--- src/common/tcc_pkg.sv ---
// package for the 16-bit timer/counter with input capture
package tcc_pkg;
   // ==========================================
   // register map, byte addresses on the 8-bit bus
   localparam logic [3:0] TCC_ADDR_CTRL_A = 4'h0;
   localparam logic [3:0] TCC_ADDR_CTRL_B = 4'h1;
   localparam logic [3:0] TCC_ADDR_CNT_LO = 4'h2;
   localparam logic [3:0] TCC_ADDR_CNT_HI = 4'h3;
   localparam logic [3:0] TCC_ADDR_CAP_LO = 4'h4;
   localparam logic [3:0] TCC_ADDR_CAP_HI = 4'h5;
   localparam logic [3:0] TCC_ADDR_FLAGS = 4'h6;
   localparam logic [3:0] TCC_ADDR_MASK = 4'h7;
   localparam logic [3:0] TCC_ADDR_CMP_CTRL = 4'h8;
   // ==========================================
   // field positions
   localparam int TCC_A_WGM_LO = 0;      // control a bits 1:0 -> mode bits 1:0
   localparam int TCC_B_CS_LO = 0;       // control b bits 2:0 clock select
   localparam int TCC_B_WGM_HI = 3;      // control b bits 4:3 -> mode bits 3:2
   localparam int TCC_B_EDGE = 6;        // 1 = rising edge capture
   localparam int TCC_B_NC = 7;          // noise canceler enable
   localparam int TCC_FLAG_OVF = 0;
   localparam int TCC_FLAG_CAP = 5;
   localparam int TCC_CMPC_SEL = 2;      // comparator capture select
   // ==========================================
   // reset values and counts
   localparam logic [7:0] TCC_RST_BYTE = 8'h00;
   localparam logic [15:0] TCC_RST_WORD = 16'h0000;
   localparam int TCC_NC_SAMPLES = 4;
   localparam logic [15:0] TCC_MAX = 16'hFFFF;
   localparam logic [15:0] TCC_BOTTOM = 16'h0000;

   typedef struct packed {
      logic wr;
      logic rd;
      logic [3:0] addr;
      logic [7:0] wdata;
   } tcc_bus_t;
endpackage

--- src/logic/tcc_timer.sv ---
// 16-bit timer/counter with input capture, noise canceler and 8-bit bus slave
`timescale 1ns/10ps
// How it works
// - count takes two byte locations; high location goes to the shared holding byte
// - low read copies count high to holding; low write loads high from holding
// - clock select zero stops counting; count stays readable and writable
// - a bus write of the count beats clear, increment and decrement
// - on each timer enable count clears, rises or falls; top and zero flagged
// - waveform mode field is split over control a and control b
// - overflow flag set at the mode point and may request an interrupt
// - matching edge on chosen capture input stores full count in capture register
// - capture flag sets in the same cycle the capture register is loaded
// - capture flag requests interrupt when enabled; cleared when serviced
// - writing one clears the capture flag; writing zero leaves it
// - capture low read copies capture high to holding; high read returns holding
// - capture register writable only in modes using it as top; high then low
// - comparator capture select swaps capture pin for comparator output
// - inputs synchronised like the count pin; canceler adds four cycles
// - capture input disabled only in modes with capture register as top
// - canceler output changes only after four equal samples
// - canceler enabled in control b, runs on system clock, ignores prescaler
// - every new capture overwrites the capture register
// - holding byte keeps its value across low byte writes
module tcc_timer
   import tcc_pkg::*;
#(
   parameter int CNT_W = 16
) (
   input wire logic clk_sys,
   input wire logic rst_n,
   input wire tcc_bus_t bus,
   output logic [7:0] rdata,
   input wire logic timer_clock_enable,
   input wire logic capture_pin,
   input wire logic comparator_output,
   input wire logic irq_ack_ovf,
   input wire logic irq_ack_cap,
   output logic irq_ovf,
   output logic irq_cap,
   output logic [15:0] count_value,
   output logic at_top,
   output logic at_bottom
);
   // ==========================================
   // control registers
   logic [7:0] timer_control_a_q;
   logic [7:0] timer_control_b_q;
   logic [7:0] comparator_control_status_q;
   logic [7:0] mask_q;
   logic [7:0] hold_q;
   logic [15:0] count_q;
   logic [15:0] capture_q;
   logic up_q;
   logic ovf_flag_q;
   logic cap_flag_q;
   logic [3:0] waveform_mode_field;
   logic [2:0] clock_select_field;
   logic icr_top;
   logic [15:0] top_value;

   // mode field is split between the two control registers
   assign waveform_mode_field = {timer_control_b_q[TCC_B_WGM_HI +: 2],
                                 timer_control_a_q[TCC_A_WGM_LO +: 2]};
   assign clock_select_field = timer_control_b_q[TCC_B_CS_LO +: 3];

   // modes 8, 10, 12 and 14 take their top from the capture register
   function automatic logic uses_icr_top(input logic [3:0] m);
      uses_icr_top = (m == 4'h8) || (m == 4'hA) || (m == 4'hC) || (m == 4'hE);
   endfunction

   function automatic logic [15:0] mode_top(input logic [3:0] m, input logic [15:0] icr);
      case (m)
         4'h1, 4'h5: mode_top = 16'h00FF;
         4'h2, 4'h6: mode_top = 16'h01FF;
         4'h3, 4'h7: mode_top = 16'h03FF;
         4'h8, 4'hA, 4'hC, 4'hE: mode_top = icr;
         default: mode_top = TCC_MAX;
      endcase
   endfunction

   assign icr_top = uses_icr_top(waveform_mode_field);
   assign top_value = mode_top(waveform_mode_field, capture_q);

   // dual slope modes count up then down
   function automatic logic dual_slope(input logic [3:0] m);
      dual_slope = (m inside {4'h1, 4'h2, 4'h3, 4'h8, 4'h9, 4'hA, 4'hB});
   endfunction

   // clear on top modes
   function automatic logic ctc_mode(input logic [3:0] m);
      ctc_mode = (m == 4'h4) || (m == 4'hC);
   endfunction

   logic wr_cnt_lo;
   logic rd_cnt_lo;
   logic wr_cap_lo;
   logic rd_cap_lo;
   logic tick;
   assign wr_cnt_lo = bus.wr && (bus.addr == TCC_ADDR_CNT_LO);
   assign rd_cnt_lo = bus.rd && (bus.addr == TCC_ADDR_CNT_LO);
   assign wr_cap_lo = bus.wr && (bus.addr == TCC_ADDR_CAP_LO);
   assign rd_cap_lo = bus.rd && (bus.addr == TCC_ADDR_CAP_LO);
   // no clock source selected means no counting at all
   assign tick = timer_clock_enable && (clock_select_field != 3'h0);

   // ==========================================
   // plain control registers
   always_ff @(posedge clk_sys or negedge rst_n) begin
      if (!rst_n) begin
         timer_control_a_q <= TCC_RST_BYTE;
         timer_control_b_q <= TCC_RST_BYTE;
         comparator_control_status_q <= TCC_RST_BYTE;
         mask_q <= TCC_RST_BYTE;
      end else if (bus.wr) begin
         case (bus.addr)
            TCC_ADDR_CTRL_A: timer_control_a_q <= bus.wdata;
            TCC_ADDR_CTRL_B: timer_control_b_q <= bus.wdata;
            TCC_ADDR_CMP_CTRL: comparator_control_status_q <= bus.wdata;
            TCC_ADDR_MASK: mask_q <= bus.wdata;
            default: ;
         endcase
      end
   end

   // ==========================================
   // shared holding byte; kept until the next high write or low read
   always_ff @(posedge clk_sys or negedge rst_n) begin
      if (!rst_n) begin
         hold_q <= TCC_RST_BYTE;
      end else if (bus.wr && (bus.addr == TCC_ADDR_CNT_HI || bus.addr == TCC_ADDR_CAP_HI)) begin
         hold_q <= bus.wdata;
      end else if (rd_cnt_lo) begin
         hold_q <= count_q[15:8];
      end else if (rd_cap_lo) begin
         hold_q <= capture_q[15:8];
      end
      // low writes leave the holding byte untouched so it can be reused
   end

   // ==========================================
   // counter unit
   logic at_top_w;
   logic at_bot_w;
   logic ovf_evt;
   assign at_top_w = (count_q == top_value);
   assign at_bot_w = (count_q == TCC_BOTTOM);

   always_ff @(posedge clk_sys or negedge rst_n) begin
      if (!rst_n) begin
         count_q <= TCC_RST_WORD;
         up_q <= 1'b1;
      end else if (wr_cnt_lo) begin
         count_q <= {hold_q, bus.wdata};
      end else if (tick) begin
         if (dual_slope(waveform_mode_field)) begin
            if (up_q && at_top_w) begin
               up_q <= 1'b0;
               count_q <= count_q - 16'h0001;
            end else if (!up_q && at_bot_w) begin
               up_q <= 1'b1;
               count_q <= count_q + 16'h0001;
            end else if (up_q) begin
               count_q <= count_q + 16'h0001;
            end else begin
               count_q <= count_q - 16'h0001;
            end
         end else if (at_top_w || count_q == TCC_MAX) begin
            count_q <= TCC_BOTTOM;
            up_q <= 1'b1;
         end else begin
            count_q <= count_q + 16'h0001;
            up_q <= 1'b1;
         end
      end
   end

   // overflow point: bottom in dual slope, max in normal/ctc, top in fast pwm
   always_comb begin
      if (!tick) begin
         ovf_evt = 1'b0;
      end else if (dual_slope(waveform_mode_field)) begin
         ovf_evt = !up_q && at_bot_w;
      end else if (ctc_mode(waveform_mode_field) || waveform_mode_field == 4'h0) begin
         ovf_evt = (count_q == TCC_MAX);
      end else begin
         ovf_evt = at_top_w;
      end
   end

   // ==========================================
   // capture input: sync, optional canceler, edge detect
   logic [1:0] pin_sync_q;
   logic [1:0] cmp_sync_q;
   logic sel_in;
   logic [TCC_NC_SAMPLES-2:0] nc_shift_q;
   logic nc_out_q;
   logic filt;
   logic filt_prev_q;
   logic cap_evt;

   // two stages each; only the second stage is read
   always_ff @(posedge clk_sys or negedge rst_n) begin
      if (!rst_n) begin
         pin_sync_q <= 2'b00;
         cmp_sync_q <= 2'b00;
      end else begin
         pin_sync_q <= {pin_sync_q[0], capture_pin};
         cmp_sync_q <= {cmp_sync_q[0], comparator_output};
      end
   end

   // switching the source may itself look like an edge, software must clear the flag
   assign sel_in = comparator_control_status_q[TCC_CMPC_SEL] ? cmp_sync_q[1]
                                                             : pin_sync_q[1];

   // canceler runs on every system clock, never on the prescaled tick;
   // three stored samples plus the live one make four, so the output flop
   // is itself one of the four added cycles rather than a fifth
   always_ff @(posedge clk_sys or negedge rst_n) begin
      if (!rst_n) begin
         nc_shift_q <= '0;
         nc_out_q <= 1'b0;
      end else begin
         nc_shift_q <= {nc_shift_q[TCC_NC_SAMPLES-3:0], sel_in};
         if (&{nc_shift_q, sel_in}) begin
            nc_out_q <= 1'b1;
         end else if (~|{nc_shift_q, sel_in}) begin
            nc_out_q <= 1'b0;
         end
      end
   end

   // canceler path costs four extra cycles of latency
   assign filt = timer_control_b_q[TCC_B_NC] ? nc_out_q : sel_in;

   always_ff @(posedge clk_sys or negedge rst_n) begin
      if (!rst_n) begin
         filt_prev_q <= 1'b0;
      end else begin
         filt_prev_q <= filt;
      end
   end

   // detector is shut off while the capture register defines top
   assign cap_evt = !icr_top && (timer_control_b_q[TCC_B_EDGE] ? (filt && !filt_prev_q)
                                                              : (!filt && filt_prev_q));

   // ==========================================
   // capture register; a new event simply overwrites an unread value
   always_ff @(posedge clk_sys or negedge rst_n) begin
      if (!rst_n) begin
         capture_q <= TCC_RST_WORD;
      end else if (wr_cap_lo && icr_top) begin
         capture_q <= {hold_q, bus.wdata};
      end else if (cap_evt) begin
         capture_q <= count_q;
      end
   end

   // ==========================================
   // flags: hardware set wins over software or acknowledge clear
   logic clr_flags;
   assign clr_flags = bus.wr && (bus.addr == TCC_ADDR_FLAGS);

   // capture flag: a new capture in the acknowledge cycle keeps it set
   always_ff @(posedge clk_sys or negedge rst_n) begin
      if (!rst_n) begin
         cap_flag_q <= 1'b0;
      end else if (cap_evt) begin
         cap_flag_q <= 1'b1;
      end else if (irq_ack_cap) begin
         cap_flag_q <= 1'b0;
      end else if (clr_flags && bus.wdata[TCC_FLAG_CAP]) begin
         cap_flag_q <= 1'b0;
      end
   end

   always_ff @(posedge clk_sys or negedge rst_n) begin
      if (!rst_n) begin
         ovf_flag_q <= 1'b0;
      end else if (ovf_evt && !wr_cnt_lo) begin
         ovf_flag_q <= 1'b1;
      end else if (irq_ack_ovf || (clr_flags && bus.wdata[TCC_FLAG_OVF])) begin
         ovf_flag_q <= 1'b0;
      end
   end

   // ==========================================
   // registered outputs
   always_ff @(posedge clk_sys or negedge rst_n) begin
      if (!rst_n) begin
         irq_ovf <= 1'b0;
         irq_cap <= 1'b0;
         count_value <= TCC_RST_WORD;
         at_top <= 1'b0;
         at_bottom <= 1'b0;
      end else begin
         irq_ovf <= ovf_flag_q && mask_q[TCC_FLAG_OVF] && !irq_ack_ovf;
         irq_cap <= cap_flag_q && mask_q[TCC_FLAG_CAP] && !irq_ack_cap;
         count_value <= count_q;
         at_top <= at_top_w;
         at_bottom <= at_bot_w;
      end
   end

   // ==========================================
   // read data, one cycle after the read strobe, zero otherwise
   always_ff @(posedge clk_sys or negedge rst_n) begin
      if (!rst_n) begin
         rdata <= TCC_RST_BYTE;
      end else if (bus.rd) begin
         case (bus.addr)
            TCC_ADDR_CTRL_A: rdata <= timer_control_a_q;
            TCC_ADDR_CTRL_B: rdata <= timer_control_b_q;
            TCC_ADDR_CNT_LO: rdata <= count_q[7:0];
            TCC_ADDR_CNT_HI: rdata <= hold_q;
            TCC_ADDR_CAP_LO: rdata <= capture_q[7:0];
            TCC_ADDR_CAP_HI: rdata <= hold_q;
            TCC_ADDR_FLAGS: rdata <= {2'b00, cap_flag_q, 4'h0, ovf_flag_q};
            TCC_ADDR_MASK: rdata <= mask_q;
            TCC_ADDR_CMP_CTRL: rdata <= comparator_control_status_q;
            default: rdata <= TCC_RST_BYTE;
         endcase
      end else begin
         rdata <= TCC_RST_BYTE;
      end
   end
endmodule // tcc_timer

--- config.mk ---
export PLATFORM = sky130hd
export DESIGN_NAME = tcc_timer
export DESIGN_NICKNAME = d
export VERILOG_FILES = /design/src/common/tcc_pkg.sv /design/src/logic/tcc_timer.sv
export SDC_FILE = /design/constraint.sdc
export NUM_CORES = 1
export LEC_CHECK = 0
export BUFFER_PORTS_ARGS = -buffer_cell sky130_fd_sc_hd__buf_2
export CAP_MARGIN = 30
export CORE_ASPECT_RATIO = 1.4
export CORE_UTILIZATION = 55
export CTS_BUF_LIST = sky130_fd_sc_hd__clkbuf_2 sky130_fd_sc_hd__clkbuf_4 sky130_fd_sc_hd__clkbuf_8
export DETAILED_ROUTE_END_ITERATION = 10
export PLACE_DENSITY = 0.74
export RECOVER_POWER = 100
export REMOVE_ABC_BUFFERS = 1
export SLEW_MARGIN = 0
export SYNTH_ARGS = -nofsm -noshare
export SYNTH_HDL_FRONTEND = slang
export SYNTH_SLANG_ARGS = --single-unit
--- constraint.sdc ---
create_clock -name clk_sys -period 5 [get_ports clk_sys]
set_input_delay 0.5 -clock clk_sys [delete_from_list [all_inputs] [get_ports clk_sys]]
set_output_delay 0.5 -clock clk_sys [all_outputs]
set_load 0.01 [all_outputs]
==> results.yml <==
global_route:
  grt_antenna_before_repair: 0
  grt_start_max_net_pins: 68
  grt_pass1_vias: 5551
  grt_pass1_wl_um: 30570
  grt_overflow: 0
  grt_usage: 0.3382
sta:
  hold_violations: 0
  fin_crit_sh: 0.7735
  setup_viol: 0
  drv_slew: 47
  fmax_ghz: 0.2586
  slew_headroom: -0.8317
  period_needed_ps: 3867
  final.setup.tns_ps: 0
  final.setup_skew_ps: 15.94
  tightest_slew_ps: 2748
  fin_ws_ps: 1133
  rsz0062_at_grt: "false"
  whs_ps: 202.5
pwr:
  power_density_mw_per_mm2: 450.2
  combinationalPowerShare: 0.342
  pwr-share-clk: 0.177
  total_power_mw: 3.087
  peakVddDrop_uv: 272.2
  switching_power_mw: 1.285
  p_sw_frac: 0.4161
  cell_internal_pwr_mw: 1.803
  sequentialPowerShare: 0.481
  p_leak_nw: 2.857
drt:
  wl_per_cell_um: 23.35
  wl_um: 19380
  vias: 5639
  ant_nets: 0
  drc: 0
  routed_via_density: 6.794
  firstDrtPassIters: 6
  drt_iter0_markers: 469
layout:
  multi_input_area_mm2: 0.003321
  postLayoutCellArea_mm2: 0.006858
  drive_gt1_frac: 0.1443
  fin_nets: 705
  synthToLayoutAreaGrowth_pct: 7.239
  final_common_cell: "dfrtp_1"
  utilization: 0.6048
  fin_cells: 830
  final_cell_mix: "dfrtp_1, nand2_1, o21ai_0, mux2_2, mux2i_1"
  fillers: 976
  antenna_cells: 0
  final-seq-area_mm2: 0.002804
clock_tree:
  clock_latency_ps: 390
  cts_setup_buffers: 0
  cts_tree: "built"
  cts_hold_buf: 0
  ctsResizeCount: 0
  cts_max_path_buffers: 2
  numCtsBuffers: 9
  clock-sinks: 112
  h-tree-depth: 3
  clockRootBuffer: "clkbuf_8"
  clkSlewWorstSetupHoldPaths_ps: 120
logic_synthesis:
  synth_top_family_by_area: "compound AO/OA/AOI/OAI gates"
  synth_cell_types: 71
  ys_warn_count: 0
  syn_area_mm2: 0.006395
  synth_compound_area_frac: 0.1851
  synth-simple-area-share: 0.1741
  synth_edf_count: 0
  ys_ff_latch: 112
  syn_area_per_cell_um2: 9.689
  ys.flop_type: "dfrtp_1"
  synth_xor_area_frac: 0.01917
  synthAdderAreaFrac: 0.005870
  syn_inst: 660
  async_flop_share: 1.000
  yosys-mux-area-fraction: 0.1356
  ys_seq_area_frac: 0.4385
placement:
  io_buffers: 48
  hpwlAfterDp_um: 13810
  placed_area_mm2: 0.006720
  place_congestion: 0.9306
  post-place-cells: 814
  post-place-ws_ps: 1392
die:
  die_x_um: 93.13
  fp.dieH_um: 129.6
  dieArea_mm2: 0.01207
  initial_core_util: 0.5640
  rows: 46
  num_io_pins: 49
  fp.coreArea_mm2: 0.01134
worst_setup_path:
  path_class: "reg -> reg"
  cp_data_required_time_ps: 5240
  arrival_ps: 4110
  critPathMaxFanout: 11
  endpoint_kind: "register"
  start_kind: "register"
hold_path:
  min_path_type: "in -> reg"
outcome:
  outcome: "finished with violations"
  violations: "capacitance limit, slew limit"
job:
  cap_violations: 1
==> sequential cells by signal, summed over array words and instances (netlist names), 3 cells and up <==
name / flops
rdata: 8
comparator_control_status_q: 8
count_q: 16
count_value: 16
timer_control_a_q: 8
nc_shift_q: 3
hold_q: 8
capture_q: 16
mask_q: 8
timer_control_b_q: 8
==> cell families after synthesis <==
family / Yosys count
AO/OA/AOI/OAI: 173
XOR/XNOR: 14
adder cells (fa/ha/maj): 3
buffers and inverters: 65
flip-flops: 112
multiplexers: 81
AND/OR/NAND/NOR: 212
==> critical path: stages (launching register included) <==
cell	delay, ps
dfrtp_1	600
inv_1	210
a222oi_1	320
o2111ai_1	190
or4b_1	600
nor4b_1	810
nor2_1	440
o31ai_1	350
o311ai_0	190
==> synth_stat cells, types with 3 or more instances <==
cell type / n / area (µm²)
o21ai_0: 44 / 220.2
o211ai_1: 8 / 60.06
nand2b_1: 3 / 18.77
a22oi_1: 12 / 90.09
and2_1: 6 / 37.54
nand2_1: 58 / 217.7
dfrtp_1: 111 / 2778
or4_1: 4 / 30.03
nor3_1: 16 / 80.08
nor3b_1: 4 / 30.03
inv_1: 17 / 63.81
ha_1: 3 / 37.54
a21o_1: 3 / 22.52
clkbuf_1: 34 / 127.6
a31oi_1: 6 / 37.54
xnor2_1: 7 / 61.31
a222oi_1: 8 / 80.08
or3_1: 10 / 62.56
xor2_1: 7 / 61.31
nor4_1: 10 / 62.56
buf_2: 9 / 45.04
nor2b_1: 7 / 43.79
buf_1: 3 / 11.26
a21oi_1: 22 / 110.1
and3_1: 15 / 93.84
nor2_1: 35 / 131.4
a211oi_1: 12 / 90.09
mux2_2: 45 / 506.7
o21ai_1: 4 / 20.02
nand4_1: 6 / 37.54
a221oi_1: 9 / 78.83
o22ai_1: 14 / 87.58
mux2i_1: 36 / 360.4
o31ai_1: 3 / 22.52
nand3_1: 22 / 110.1
==> area by class of cell <==
class                           count  area share
Sequential cell                   112      0.4089
Timing Repair Buffer               57     0.04160
Clock inverter                      7     0.01113
Inverter                           18    0.009852
Multi-Input combinational cell    483      0.4842
Tap cell                          144     0.02627
Clock buffer                        9     0.01806
==> per-layer routing <==
layer	up-vias	GRT usage	wire length, µm
met4	0	0.1964	1020
met1	2762	0.4214	7465
met5	-	0	0
met2	304	0.5545	9529
met3	71	0.05634	1363
li1	2502	-	-
==> power groups by stage <==
stage,clock network [mW],registers [mW],logic [mW]
after floorplan,0,1.39,0.712
final,0.545,1.48,1.06
after CTS,0.561,1.47,1.07
after global routing,0.598,1.52,1.16
after detailed placement,0,1.49,1.06
after global placement,0,1.48,1.03
==> path summary, 6_finish.rpt <==
kind	from	endpoint	slack, ps	cells after the start
min in group asynchronous	rst_n	at_bottom	960	1
setup reg to reg	count_q[2]	count_q[3]	1130	8
hold / removal	comparator_output	cmp_sync_q[0]	200	1
max in group asynchronous	rst_n	timer_control_b_q[0]	2030	2
setup / recovery	count_q[2]	count_q[3]	1130	8
hold reg to reg	pin_sync_q[0]	pin_sync_q[1]	350	0
(Power assumes the default switching activity.)
